File: src/hw/spc_defs.vh
// Constants of the pressure sensor link controller: offsets, fields, reset values, timing
`ifndef SPC_DEFS_VH
`define SPC_DEFS_VH

// Register byte offsets on the AHB-Lite side
`define SPC_OFS_CTRL     8'h00
`define SPC_OFS_MADDR    8'h04
`define SPC_OFS_WDATA    8'h08
`define SPC_OFS_STATUS   8'h0c
`define SPC_OFS_RDATA    8'h10
`define SPC_OFS_RDATA_LAST 8'h1c

// Control register fields
`define SPC_CTRL_GO      0
`define SPC_CTRL_PROT    1
`define SPC_CTRL_OP_LO   2
`define SPC_CTRL_OP_HI   3
`define SPC_CTRL_SLV_LO  8
`define SPC_CTRL_SLV_HI  14
`define SPC_CTRL_CNT_LO  16
`define SPC_CTRL_CNT_HI  20

// Status register fields
`define SPC_ST_BUSY      0
`define SPC_ST_DONE      1
`define SPC_ST_NACK      2
`define SPC_ST_CRC       3

// Operation codes
`define SPC_OP_WRITE     2'h0
`define SPC_OP_READ      2'h1
`define SPC_OP_LAST      2'h2
`define SPC_OP_WAKE      2'h3

// Reset values
`define SPC_SLAVE_RST    7'h00
`define SPC_CNT_RST      5'h02

// Length limits in bytes
`define SPC_MAX_PROT_RD  5'h10
`define SPC_MAX_WR       5'h04

// Frame check generators and start values
`define SPC_HEADER_CHECK_NIBBLE_POLY    4'h3
`define SPC_HEADER_CHECK_NIBBLE_INIT    4'hf
`define SPC_FRAME_CHECK_BYTE_POLY    8'hd5
`define SPC_FRAME_CHECK_BYTE_INIT    8'hff

// Timing: a quarter of the serial clock period, and the system clock period
`define SPC_QUARTER_NS   2500
`define SPC_HCLK_NS      100
`define SPC_QUARTER_CYC  (`SPC_QUARTER_NS / `SPC_HCLK_NS)

`endif

File: src/hw/spc_crc.v
// Bit-serial frame check register, MSB-first, used for both check widths
`default_nettype none
`include "spc_defs.vh"

module spc_crc #(
  parameter integer           WIDTH = 8,
  parameter [WIDTH-1:0]       POLY  = `SPC_FRAME_CHECK_BYTE_POLY,
  parameter [WIDTH-1:0]       INIT  = `SPC_FRAME_CHECK_BYTE_INIT
) (
  // Clock and reset
  input  wire                 hclk,
  input  wire                 hresetn,
  // Control
  input  wire                 init,     // Hold at start value
  input  wire                 shift,    // Take one bus bit
  input  wire                 din,      // Bit as it travels on the bus
  // Result
  output reg  [WIDTH-1:0]     crc
);

  // Feedback term: top bit against incoming bit
  wire fb;
  assign fb = crc[WIDTH-1] ^ din;

  // Shift register; init has priority so a new frame always restarts cleanly
  always @(posedge hclk or negedge hresetn) begin
    if (!hresetn) begin
      crc <= INIT;
    end else if (init) begin
      crc <= INIT;
    end else if (shift) begin
      crc <= {crc[WIDTH-2:0], 1'b0} ^ (fb ? POLY : {WIDTH{1'b0}});
    end
  end

endmodule
`default_nettype wire

File: src/hw/spc_i2c_host.v
// Host controller driving the pressure sensor's serial link, with an AHB-Lite register slave
//
// Operation
// - Random write sets pointer, stores successive bytes
// - Random read sets pointer, returns successive bytes
// - Host uses even address, even byte count
// - Address LSB selects plain or protected frame
// - Address byte holds first byte address
// - Low byte first, bits MSB first
// - Length nibble holds byte count minus one
// - Protected: read 16, write 4 bytes max
// - Header check: poly 0x03, start 0x0F
// - Frame check: poly 0xD5, start 0xFF
// - Checks follow exact bus bit order
// - Rising serial clock wakes sleeping device
//
// The register offsets and the AHB-Lite register port were chosen for this implementation.
`default_nettype none
`include "spc_defs.vh"

module spc_i2c_host #(
  parameter integer QUARTER = `SPC_QUARTER_CYC  // Cycles per quarter serial clock
) (
  // Clock and reset
  input  wire        hclk,
  input  wire        hresetn,
  // AHB-Lite slave
  input  wire        hsel,
  input  wire [31:0] haddr,
  input  wire [1:0]  htrans,
  input  wire        hwrite,
  input  wire [2:0]  hsize,
  input  wire [31:0] hwdata,
  input  wire        hready,
  output reg  [31:0] hrdata,
  output wire        hreadyout,
  output wire        hresp,
  // Serial clock pin, open drain
  input  wire        scl_i,
  output wire        scl_o,
  output reg         scl_oe,
  // Serial data pin, open drain
  input  wire        sda_i,
  output wire        sda_o,
  output reg         sda_oe
);

  // Sequencer states
  localparam [3:0] S_IDLE   = 4'h0;
  localparam [3:0] S_START  = 4'h1;
  localparam [3:0] S_SLAW   = 4'h2;
  localparam [3:0] S_MADDR  = 4'h3;
  localparam [3:0] S_LEN    = 4'h4;
  localparam [3:0] S_WDATA  = 4'h5;
  localparam [3:0] S_WCRC   = 4'h6;
  localparam [3:0] S_RSTART = 4'h7;
  localparam [3:0] S_SLAR   = 4'h8;
  localparam [3:0] S_RDATA  = 4'h9;
  localparam [3:0] S_RCRC   = 4'ha;
  localparam [3:0] S_STOP   = 4'hb;
  localparam [3:0] S_WAKE   = 4'hc;

  integer i;

  // Software registers
  reg  [6:0]  ctrl_slave;        // Even base slave address
  reg         ctrl_prot;         // Use protected frames
  reg  [1:0]  ctrl_op;           // Operation code
  reg  [4:0]  ctrl_cnt;          // Byte count requested
  reg  [7:0]  ctrl_maddr;        // Memory byte address
  reg  [31:0] ctrl_wdata;        // Write bytes, byte 0 sent first
  reg         st_done;           // Sticky: operation finished
  reg         st_nack;           // Sticky: device refused a byte
  reg         st_crc;            // Sticky: read frame check mismatch
  reg  [7:0]  rbuf [0:15];       // Received bytes in bus order

  // Bus slave pipeline
  reg         dp_wr;             // Write data phase pending
  reg         dp_rd;             // Read data phase pending
  reg         rd_ready;          // Read data loaded
  reg  [7:0]  dp_addr;           // Data phase byte offset

  // Latched operation
  reg  [6:0]  act_slave;
  reg         act_prot;
  reg  [1:0]  act_op;
  reg  [4:0]  act_cnt;
  reg  [7:0]  act_maddr;
  reg  [31:0] act_wdata;

  // Link engine
  reg  [3:0]  seq;               // Sequencer state
  reg  [1:0]  q;                 // Quarter of current bit
  reg  [7:0]  qcnt;              // Cycles within quarter
  reg  [3:0]  bitcnt;            // 0..7 data, 8 acknowledge
  reg  [4:0]  byte_idx;          // Data byte index
  reg  [7:0]  rx;                // Received shift register
  reg         nack_seen;         // Acknowledge bit was high
  reg  [2:0]  sda_sync;          // Pin sampler chain
  reg  [2:0]  scl_sync;
  reg         sda_in;            // Filtered pin levels
  reg         scl_in;
  reg         next_scl;          // Wanted pin levels
  reg         next_sda;

  wire [3:0]  header_check_nibble;
  wire [7:0]  frame_check_byte;

  // Bus side decode
  wire        take    = hsel & htrans[1] & hready;
  wire        busy    = (seq != S_IDLE);
  wire        wr_ctrl = dp_wr & (dp_addr == `SPC_OFS_CTRL);
  wire        go      = wr_ctrl & hwdata[`SPC_CTRL_GO] & ~busy;
  wire        wr_st   = dp_wr & (dp_addr == `SPC_OFS_STATUS);

  // Single-word AHB-Lite slave: writes take no wait, reads one wait state
  assign hreadyout = ~(dp_rd & ~rd_ready);
  assign hresp     = 1'b0;
  assign scl_o     = 1'b0;
  assign sda_o     = 1'b0;

  // Even count of at least two, clamped to buffer and frame limits
  wire [4:0]  cnt_even = (ctrl_cnt[4:1] == 4'h0) ? 5'h02 : {ctrl_cnt[4:1], 1'b0};
  wire        op_wr    = (ctrl_op == `SPC_OP_WRITE);
  wire [4:0]  cnt_lim  = op_wr ? `SPC_MAX_WR : `SPC_MAX_PROT_RD;
  wire [4:0]  cnt_use  = (cnt_even > cnt_lim) ? cnt_lim : cnt_even;

  // Step decode
  wire        tick     = (qcnt == QUARTER[7:0] - 8'h01) & ~((q == 2'h1) & ~scl_in);
  wire        is_start = (seq == S_START) | (seq == S_RSTART);
  wire        is_stop  = (seq == S_STOP) | (seq == S_WAKE);
  wire        is_rd    = (seq == S_RDATA) | (seq == S_RCRC);
  wire        is_byte  = busy & ~is_start & ~is_stop;
  wire        last     = (byte_idx == act_cnt - 5'h01);
  wire        step_end = tick & (q == 2'h3) & (~is_byte | (bitcnt == 4'h8));
  wire        sample   = tick & (q == 2'h2);
  wire [3:0]  len_m1   = act_cnt[3:0] - 4'h1;

  // Byte offered by the host in each state
  reg  [7:0]  tx_byte;
  always @* begin
    case (seq)
      S_SLAW:  tx_byte = {act_slave[6:1], act_prot, 1'b0};
      S_SLAR:  tx_byte = {act_slave[6:1], act_prot, 1'b1};
      S_MADDR: tx_byte = {act_maddr[7:1], 1'b0};
      S_LEN:   tx_byte = {len_m1, header_check_nibble};
      S_WDATA: tx_byte = act_wdata[{byte_idx[1:0], 3'h0} +: 8];
      S_WCRC:  tx_byte = frame_check_byte;
      default: tx_byte = 8'hff;
    endcase
  end

  // Bit driven during a byte: data MSB first, then acknowledge slot
  wire        tx_bit  = tx_byte[3'h7 - bitcnt[2:0]];
  wire        ack_bit = (seq == S_RCRC) | (last & ~act_prot);
  wire        bus_bit = is_rd ? sda_in : tx_bit;
  wire        header_check_nibble_sh = sample & (bitcnt < 4'h8) &
                        ((seq == S_SLAW) | (seq == S_MADDR) | ((seq == S_LEN) & (bitcnt < 4'h4)));
  wire        frame_check_byte_sh = sample & is_byte & (bitcnt < 4'h8) &
                        (seq != S_WCRC) & (seq != S_RCRC);

  // Header check nibble over address bytes and length nibble
  spc_crc #(.WIDTH(4), .POLY(`SPC_HEADER_CHECK_NIBBLE_POLY), .INIT(`SPC_HEADER_CHECK_NIBBLE_INIT)) u_header_check_nibble (
    .hclk    (hclk),
    .hresetn (hresetn),
    .init    (~busy),
    .shift   (header_check_nibble_sh),
    .din     (tx_bit),
    .crc     (header_check_nibble)
  );

  // Frame check byte over every bus byte before it
  spc_crc #(.WIDTH(8), .POLY(`SPC_FRAME_CHECK_BYTE_POLY), .INIT(`SPC_FRAME_CHECK_BYTE_INIT)) u_frame_check_byte (
    .hclk    (hclk),
    .hresetn (hresetn),
    .init    (~busy),
    .shift   (frame_check_byte_sh),
    .din     (bus_bit),
    .crc     (frame_check_byte)
  );

  // Wanted pin levels per step and quarter
  always @* begin
    next_scl = 1'b1;
    next_sda = 1'b1;
    if (is_start) begin
      next_scl = (q == 2'h0) ? (seq == S_START) : (q != 2'h3);
      next_sda = (q == 2'h0) | (q == 2'h1);
    end else if (is_stop) begin
      next_scl = (q != 2'h0);
      next_sda = (q == 2'h2) | (q == 2'h3);
    end else if (is_byte) begin
      next_scl = (q == 2'h1) | (q == 2'h2);
      if (bitcnt == 4'h8) begin
        next_sda = is_rd ? ack_bit : 1'b1;
      end else begin
        next_sda = is_rd ? 1'b1 : tx_bit;
      end
    end
  end

  // Pin drivers from flops; enable high pulls the line low
  always @(posedge hclk or negedge hresetn) begin
    if (!hresetn) begin
      scl_oe <= 1'b0;
      sda_oe <= 1'b0;
    end else begin
      scl_oe <= ~next_scl;
      sda_oe <= ~next_sda;
    end
  end

  // Pin samplers: a level counts once the second and third stage agree
  always @(posedge hclk or negedge hresetn) begin
    if (!hresetn) begin
      sda_sync <= 3'h7;
      scl_sync <= 3'h7;
      sda_in   <= 1'b1;
      scl_in   <= 1'b1;
    end else begin
      sda_sync <= {sda_sync[1:0], sda_i};
      scl_sync <= {scl_sync[1:0], scl_i};
      if (sda_sync[1] == sda_sync[2]) begin
        sda_in <= sda_sync[2];
      end
      if (scl_sync[1] == scl_sync[2]) begin
        scl_in <= scl_sync[2];
      end
    end
  end

  // Sequencer: quarters, bits, bytes and frame steps
  always @(posedge hclk or negedge hresetn) begin
    if (!hresetn) begin
      seq       <= S_IDLE;
      q         <= 2'h0;
      qcnt      <= 8'h00;
      bitcnt    <= 4'h0;
      byte_idx  <= 5'h00;
      rx        <= 8'h00;
      nack_seen <= 1'b0;
      act_slave <= `SPC_SLAVE_RST;
      act_prot  <= 1'b0;
      act_op    <= `SPC_OP_WRITE;
      act_cnt   <= `SPC_CNT_RST;
      act_maddr <= 8'h00;
      act_wdata <= 32'h0000_0000;
      for (i = 0; i < 16; i = i + 1) begin
        rbuf[i] <= 8'h00;
      end
    end else if (!busy) begin
      // Idle: wait for a start order, freezing its parameters
      q         <= 2'h0;
      qcnt      <= 8'h00;
      bitcnt    <= 4'h0;
      byte_idx  <= 5'h00;
      nack_seen <= 1'b0;
      if (go) begin
        act_slave <= hwdata[`SPC_CTRL_SLV_HI:`SPC_CTRL_SLV_LO];
        act_prot  <= ctrl_prot;
        act_op    <= ctrl_op;
        act_cnt   <= cnt_use;
        act_maddr <= ctrl_maddr;
        act_wdata <= ctrl_wdata;
        seq       <= (ctrl_op == `SPC_OP_WAKE) ? S_WAKE : S_START;
      end
    end else begin
      // Quarter timer; a held-low serial clock stretches the high quarter
      if (tick) begin
        qcnt <= 8'h00;
        q    <= q + 2'h1;
      end else if (!((q == 2'h1) & ~scl_in)) begin
        qcnt <= qcnt + 8'h01;
      end
      // Sample point at the end of the high window
      if (sample & is_byte) begin
        if (bitcnt < 4'h8) begin
          rx <= {rx[6:0], sda_in};
        end else if (!is_rd) begin
          nack_seen <= sda_in;
        end
      end
      if (tick & (q == 2'h3) & is_byte & (bitcnt != 4'h8)) begin
        bitcnt <= bitcnt + 4'h1;
      end
      // Step transitions
      if (step_end) begin
        bitcnt <= 4'h0;
        case (seq)
          S_START:  seq <= (act_op == `SPC_OP_LAST) ? S_SLAR : S_SLAW;
          S_SLAW:   seq <= nack_seen ? S_STOP : S_MADDR;
          S_MADDR: begin
            if (nack_seen) begin
              seq <= S_STOP;
            end else if (act_prot) begin
              seq <= S_LEN;
            end else begin
              seq <= (act_op == `SPC_OP_WRITE) ? S_WDATA : S_RSTART;
            end
          end
          S_LEN: begin
            if (nack_seen) begin
              seq <= S_STOP;
            end else begin
              seq <= (act_op == `SPC_OP_WRITE) ? S_WDATA : S_RSTART;
            end
          end
          S_WDATA: begin
            byte_idx <= byte_idx + 5'h01;
            if (nack_seen) begin
              seq <= S_STOP;
            end else if (last) begin
              seq <= act_prot ? S_WCRC : S_STOP;
            end
          end
          S_WCRC:   seq <= S_STOP;
          S_RSTART: seq <= S_SLAR;
          S_SLAR:   seq <= nack_seen ? S_STOP : S_RDATA;
          S_RDATA: begin
            rbuf[byte_idx[3:0]] <= rx;
            byte_idx <= byte_idx + 5'h01;
            if (last) begin
              seq <= act_prot ? S_RCRC : S_STOP;
            end
          end
          S_RCRC:   seq <= S_STOP;
          default:  seq <= S_IDLE;
        endcase
      end
    end
  end

  // Event conditions at the end of a frame step
  wire ev_nack = step_end & is_byte & ~is_rd & nack_seen;
  wire ev_crc  = step_end & (seq == S_RCRC) & (rx != frame_check_byte);
  wire ev_done = step_end & is_stop;

  // Software registers; a hardware set wins over a clear in the same cycle
  always @(posedge hclk or negedge hresetn) begin
    if (!hresetn) begin
      ctrl_slave <= `SPC_SLAVE_RST;
      ctrl_prot  <= 1'b0;
      ctrl_op    <= `SPC_OP_WRITE;
      ctrl_cnt   <= `SPC_CNT_RST;
      ctrl_maddr <= 8'h00;
      ctrl_wdata <= 32'h0000_0000;
      st_done    <= 1'b0;
      st_nack    <= 1'b0;
      st_crc     <= 1'b0;
    end else begin
      if (wr_ctrl) begin
        ctrl_slave <= hwdata[`SPC_CTRL_SLV_HI:`SPC_CTRL_SLV_LO];
        ctrl_prot  <= hwdata[`SPC_CTRL_PROT];
        ctrl_op    <= hwdata[`SPC_CTRL_OP_HI:`SPC_CTRL_OP_LO];
        ctrl_cnt   <= hwdata[`SPC_CTRL_CNT_HI:`SPC_CTRL_CNT_LO];
      end
      if (dp_wr & (dp_addr == `SPC_OFS_MADDR)) begin
        ctrl_maddr <= {hwdata[7:1], 1'b0};
      end
      if (dp_wr & (dp_addr == `SPC_OFS_WDATA)) begin
        ctrl_wdata <= hwdata;
      end
      st_done <= ev_done | (st_done & ~(wr_st & hwdata[`SPC_ST_DONE]));
      st_nack <= ev_nack | (st_nack & ~(wr_st & hwdata[`SPC_ST_NACK]));
      st_crc  <= ev_crc  | (st_crc  & ~(wr_st & hwdata[`SPC_ST_CRC]));
    end
  end

  // Bus pipeline and read data; read value is formed in the wait cycle
  always @(posedge hclk or negedge hresetn) begin
    if (!hresetn) begin
      dp_wr    <= 1'b0;
      dp_rd    <= 1'b0;
      rd_ready <= 1'b0;
      dp_addr  <= 8'h00;
      hrdata   <= 32'h0000_0000;
    end else begin
      if (hready) begin
        dp_wr    <= take & hwrite;
        dp_rd    <= take & ~hwrite;
        rd_ready <= 1'b0;
        if (take) begin
          dp_addr <= {haddr[7:2], 2'h0};
        end
      end else if (dp_rd) begin
        rd_ready <= 1'b1;
        if (dp_addr == `SPC_OFS_CTRL) begin
          hrdata <= {11'h000, ctrl_cnt, 1'b0, ctrl_slave, 4'h0, ctrl_op, ctrl_prot, 1'b0};
        end else if (dp_addr == `SPC_OFS_MADDR) begin
          hrdata <= {24'h000000, ctrl_maddr};
        end else if (dp_addr == `SPC_OFS_WDATA) begin
          hrdata <= ctrl_wdata;
        end else if (dp_addr == `SPC_OFS_STATUS) begin
          hrdata <= {28'h0000000, st_crc, st_nack, st_done, busy};
        end else if ((dp_addr >= `SPC_OFS_RDATA) & (dp_addr <= `SPC_OFS_RDATA_LAST)) begin
          // Byte 4k lands in bits 7:0, so word data reads low byte first
          hrdata <= {rbuf[{dp_addr[3:2], 2'h3}], rbuf[{dp_addr[3:2], 2'h2}],
                     rbuf[{dp_addr[3:2], 2'h1}], rbuf[{dp_addr[3:2], 2'h0}]};
        end else begin
          hrdata <= 32'h0000_0000;
        end
      end
    end
  end

endmodule
`default_nettype wire

File: config.mk
export PLATFORM = sky130hd
export DESIGN_NAME = spc_i2c_host
export DESIGN_NICKNAME = d
export VERILOG_FILES = /design/src/hw/spc_crc.v /design/src/hw/spc_i2c_host.v
export VERILOG_INCLUDE_DIRS = /design/src /design/src/hw
export SDC_FILE = /design/constraint.sdc
export NUM_CORES = 1
export LEC_CHECK = 0
export BUFFER_PORTS_ARGS = -buffer_cell sky130_fd_sc_hd__buf_2
export CAP_MARGIN = 10
export CORE_AREA = 8 8 215 217
export CTS_CLUSTER_DIAMETER = 40
export CTS_CLUSTER_SIZE = 40
export DETAILED_ROUTE_END_ITERATION = 8
export DIE_AREA = 0 0 223 225
export PLACE_DENSITY = 0.64
export SLEW_MARGIN = 20
export SYNTH_ARGS = -nofsm -noshare
export SYNTH_HDL_FRONTEND = slang
export SYNTH_SLANG_ARGS = --single-unit
File: constraint.sdc
create_clock -name hclk -period 2.3 [get_ports hclk]
set_input_delay 0 -clock hclk [delete_from_list [all_inputs] [get_ports hclk]]
set_output_delay 0 -clock hclk [all_outputs]
set_load 0.01 [all_outputs]
==> metrics.md <==
| Metric | Value |
|---|---|
| Die area | `50180 um2` |
| M3 GR Usage | `0.02733` |
| Site Rows | `76` |
| Final cell utilization of the core | `0.4920` |
| Nature of the critical path startpoint | `flip-flop` |
| Leak pwr | `10.02 nW` |
| Largest net degree at the start of global routing | `88` |
| Final period utilization | `1.084` |
| Mux cell area share after synthesis | `0.2044` |
| Commonest non-fill, non-tap cells in the layout | `dfrtp_1 (304), nand2_1 (226), buf_4 (131)` |
| Final worst slack | `-0.1938 ns` |
| Routed WL | `44320 um` |
| Max Slew Vio Count | `0` |
| Max VDD drop | `0.6463 mV` |
| Finished Layout Cells | `2149` |
| Max Clk Rate | `401.0 MHz` |
| Adder-Cell Fraction of Synth Area | `0.01252` |
| CTS max path bufs | `3` |
| Reg power frac | `0.397` |
| Clock period minus worst slack | `2.494 ns` |
| Diode count | `0` |
| Critical path arrival | `2.96 ns` |
| Grt met2 use | `0.2989` |
| Async SR Flop Fraction | `1.000` |
| Unrepaired setup endpoints after global routing | `yes` |
| Overflow after GRT | `0` |
| Worst-skew pair later-pin latency | `0.60 ns` |
| Number of global-route vias before repair | `roughly 12000` |
| Die width | `223 um` |
| Largest cells by area after synthesis | `dfrtp_1 (50%), mux2_1 (9.2%), mux4_2 (5.8%)` |
| Input/output buffers | `80` |
| Max Fanout on Critical Path | `8` |
| Clock power share | `0.509` |
| Status | `finished, violations left` |
| Yosys warnings | `0` |
| Top_reg_cell synth | `dfrtp_1` |
| H-tree Lvls | `2` |
| Share of layout cells above drive strength 1 | `0.4130` |
| Rel. slew slack | `0.5740` |
| All-Layer GR Usage | `0.1758` |
| GRT met1 Usage | `0.2251` |
| Post-route setup TNS | `-16.63 ns` |
| GPL Wtd Cong | `0.8295` |
| Clock slew at reported path FFs | `approximately 0.06 ns` |
| CTS Buf Count | `52` |
| Sw power | `4.329 mW` |
| Initial antenna violation count | `0` |
| Final Hold Fails | `0` |
| Complex-gate fraction of the synthesized area | `0.07822` |
| Post-synth top area share | `0.4974` |
| Mapped Area | `~16000 um2` |
| DR iter-0 viols | `about 720` |
| Inst Count DP | `~2000` |
| PwrDens | `a little under 800 nW/um2` |
| Failing checks | `negative setup slack` |
| DP HPWL | `30090 um` |
| Synth unique cells | `between 70 and 80` |
| Max_cap viols | `0` |
| Starting Density | `0.3653` |
| Sw frac | `0.2618` |
| Logic gate share of total power | `0.094` |
| Sequential fraction of the synthesis area | `0.5345` |
| Io pins | `114` |
| GR peak layer | `met2` |
| Synth Area in XOR/XNOR | `0.02126` |
| FF+latch count, synth | `332` |
| Layout Area Growth over Synthesis | `34.69%` |
| Fin nets | `1650` |
| Slew @ Worst Pin | `0.6390 ns` |
| Root Driver | `clkbuf_16` |
| Minimum hold slack | `0.04349 ns` |
| Syn_area_per_cell | `11.89 um2` |
| Vias | `11310` |
| Die H | `225 um` |
| EDFF count, synth | `0` |
| Detail Route Antenna Nets | `0` |
| Clk_skew | `roughly 0.036 ns` |
| Post-synthesis cell count | `roughly 1300` |
| Residual DRC | `0` |
| Clock Sinks | `roughly 330` |
| Post-Synth Simple-Gate Area | `0.1165` |
| Commonest non-fill, non-tap cell in the layout | `dfrtp_1` |
| WP data required | `~2.8 ns` |
| DR WL/cell | `approximately 21 um` |
| Core area | `42700 um2` |
| Post-Place Worst Slack | `-0.3436 ns` |
| Final setup vio count | `134` |
| WS Path Type | `reg -> reg` |
| Vias/cell | `between 5 and 6` |
| Largest family of logic cells by synthesized area | `multiplexers` |
| Min-Delay Path Class | `in -> reg` |
| First-pass GRT wire length | `69830 um` |
| Post-synth top area cell | `dfrtp_1` |
| Int Power | `12.21 mW` |
| CTS tree | `yes` |
| First-pass DRT Iterations | `5` |
| CP Capture Type | `flip-flop` |
area by class of cell:
type                       count  area [um2]
clock buffer                  58        1355
clock inverter                39       529.3
fill                        3666       21690
inverter                      20       75.07
multi-input combinational    869        7682
sequential                   332        8343
tap                          546       683.2
timing repair buffer         285        2338
power by group through the flow:
stage / sequential (mW) / combinational, mW / clock (mW)
after floorplan: 6.56 / 0.831 / 0
after global placement: 6.63 / 1.42 / 0
after detailed placement: 6.65 / 1.45 / 0
after CTS: 6.56 / 1.55 / 8.58
after global routing: 6.61 / 1.71 / 8.80
final: 6.57 / 1.55 / 8.42
per-layer routing:
layer | wire, um | part of all wire | vias to the layer above
met5 | 0 | 0 | -
met4 | 1316 | 0.030 | 0
met3 | 1695 | 0.038 | 74
met2 | 22180 | 0.50 | 239
met1 | 19130 | 0.43 | 5842
li1 | - | - | 5156
synthesized netlist by cell type, types with 3 or more instances:
cell type  instances
a21oi_1           42
a22o_1            17
a22oi_1           18
a311oi_1           3
a31oi_1            6
a32oi_1            3
and2_1             7
and3_1             4
and3b_1            3
buf_1             15
buf_2             14
buf_4             11
buf_6              3
clkbuf_1          50
dfrtp_1          310
dfstp_2           22
ha_1              14
inv_1             19
mux2_1           127
mux2_2            69
mux2i_1            8
mux4_2            40
nand2_1          229
nand2_2           12
nand2b_1           8
nand3_1           12
nand3_4            4
nand4_1            8
nor2_1            50
nor2b_1            6
nor3_1            13
nor4_1             6
o2111ai_1          5
o211ai_1           3
o21ai_0           65
o21ai_1            4
xnor2_1           18
xnor3_1            3
xor2_1             9
final timing paths:
kind / from / endpoint / slack, ns / cells past startpoint
setup / recovery: scl_in$_DFFE_PN1N_ / rbuf[9]$_DFFE_PN0P_ / -0.19 / 9
hold / removal: htrans[1] / dp_addr[5]$_DFFE_PN0P_ / 0.04 / 3
setup reg to reg: scl_in$_DFFE_PN1N_ / rbuf[9]$_DFFE_PN0P_ / -0.19 / 9
hold reg to reg: scl_sync[0]$_DFF_PN1_ / scl_sync[1]$_DFF_PN1_ / 0.35 / 0
max in group asynchronous: hresetn / seq[1]$_DFFE_PN0P_ / 1.66 / 3
min in group asynchronous: hresetn / sda_sync[0]$_DFF_PN1_ / 0.06 / 2
worst max-delay path, stage by stage, from the launching register on:
cell	delay, ns
dfstp_2	0.54
nand2b_4	0.12
nor4b_4	0.18
and3_4	0.22
and3_4	0.21
and3_4	0.22
buf_6	0.11
and2_4	0.22
nand3_4	0.19
mux2_4	0.35
through the flow:
step | total power [mW] | cell area (um2)
4_1_cts | 16.69 | 20560
5_1_grt | 17.13 | 21010
6_report | 16.54 | 21010
3_5_place_dp | 8.100 | 17910
3_3_place_gp | 8.052 | 17910
2_1_floorplan | 7.394 | 16030
cells by family after synthesis:
kind of cell               count (synthesis)
buffers and inverters                    113
and+or+nand+nor                          385
muxes                                    244
xor gates and xnor gates                  31
adders and majority gates                 16
other                                      1
AOI/OAI and AO/OA                        190
DFF                                      332
state kept, by name, indices dropped and copies added (netlist names), 8 cells and up:
name                    count
rx                          8
u_frame_check_byte.crc      8
hrdata                     32
ctrl_wdata                 32
act_wdata                  32
rbuf                      128
qcnt                        8
repair_timing:
action,4_1_cts,5_1_grt
buffers inserted,5,8
endpoints found under the hold margin,393,0
setup endpoints to repair,144,191
hold buffers,47,0
gates resized for setup,48,78
pin swaps,23,27
Power figures use the tool's default switching activity.
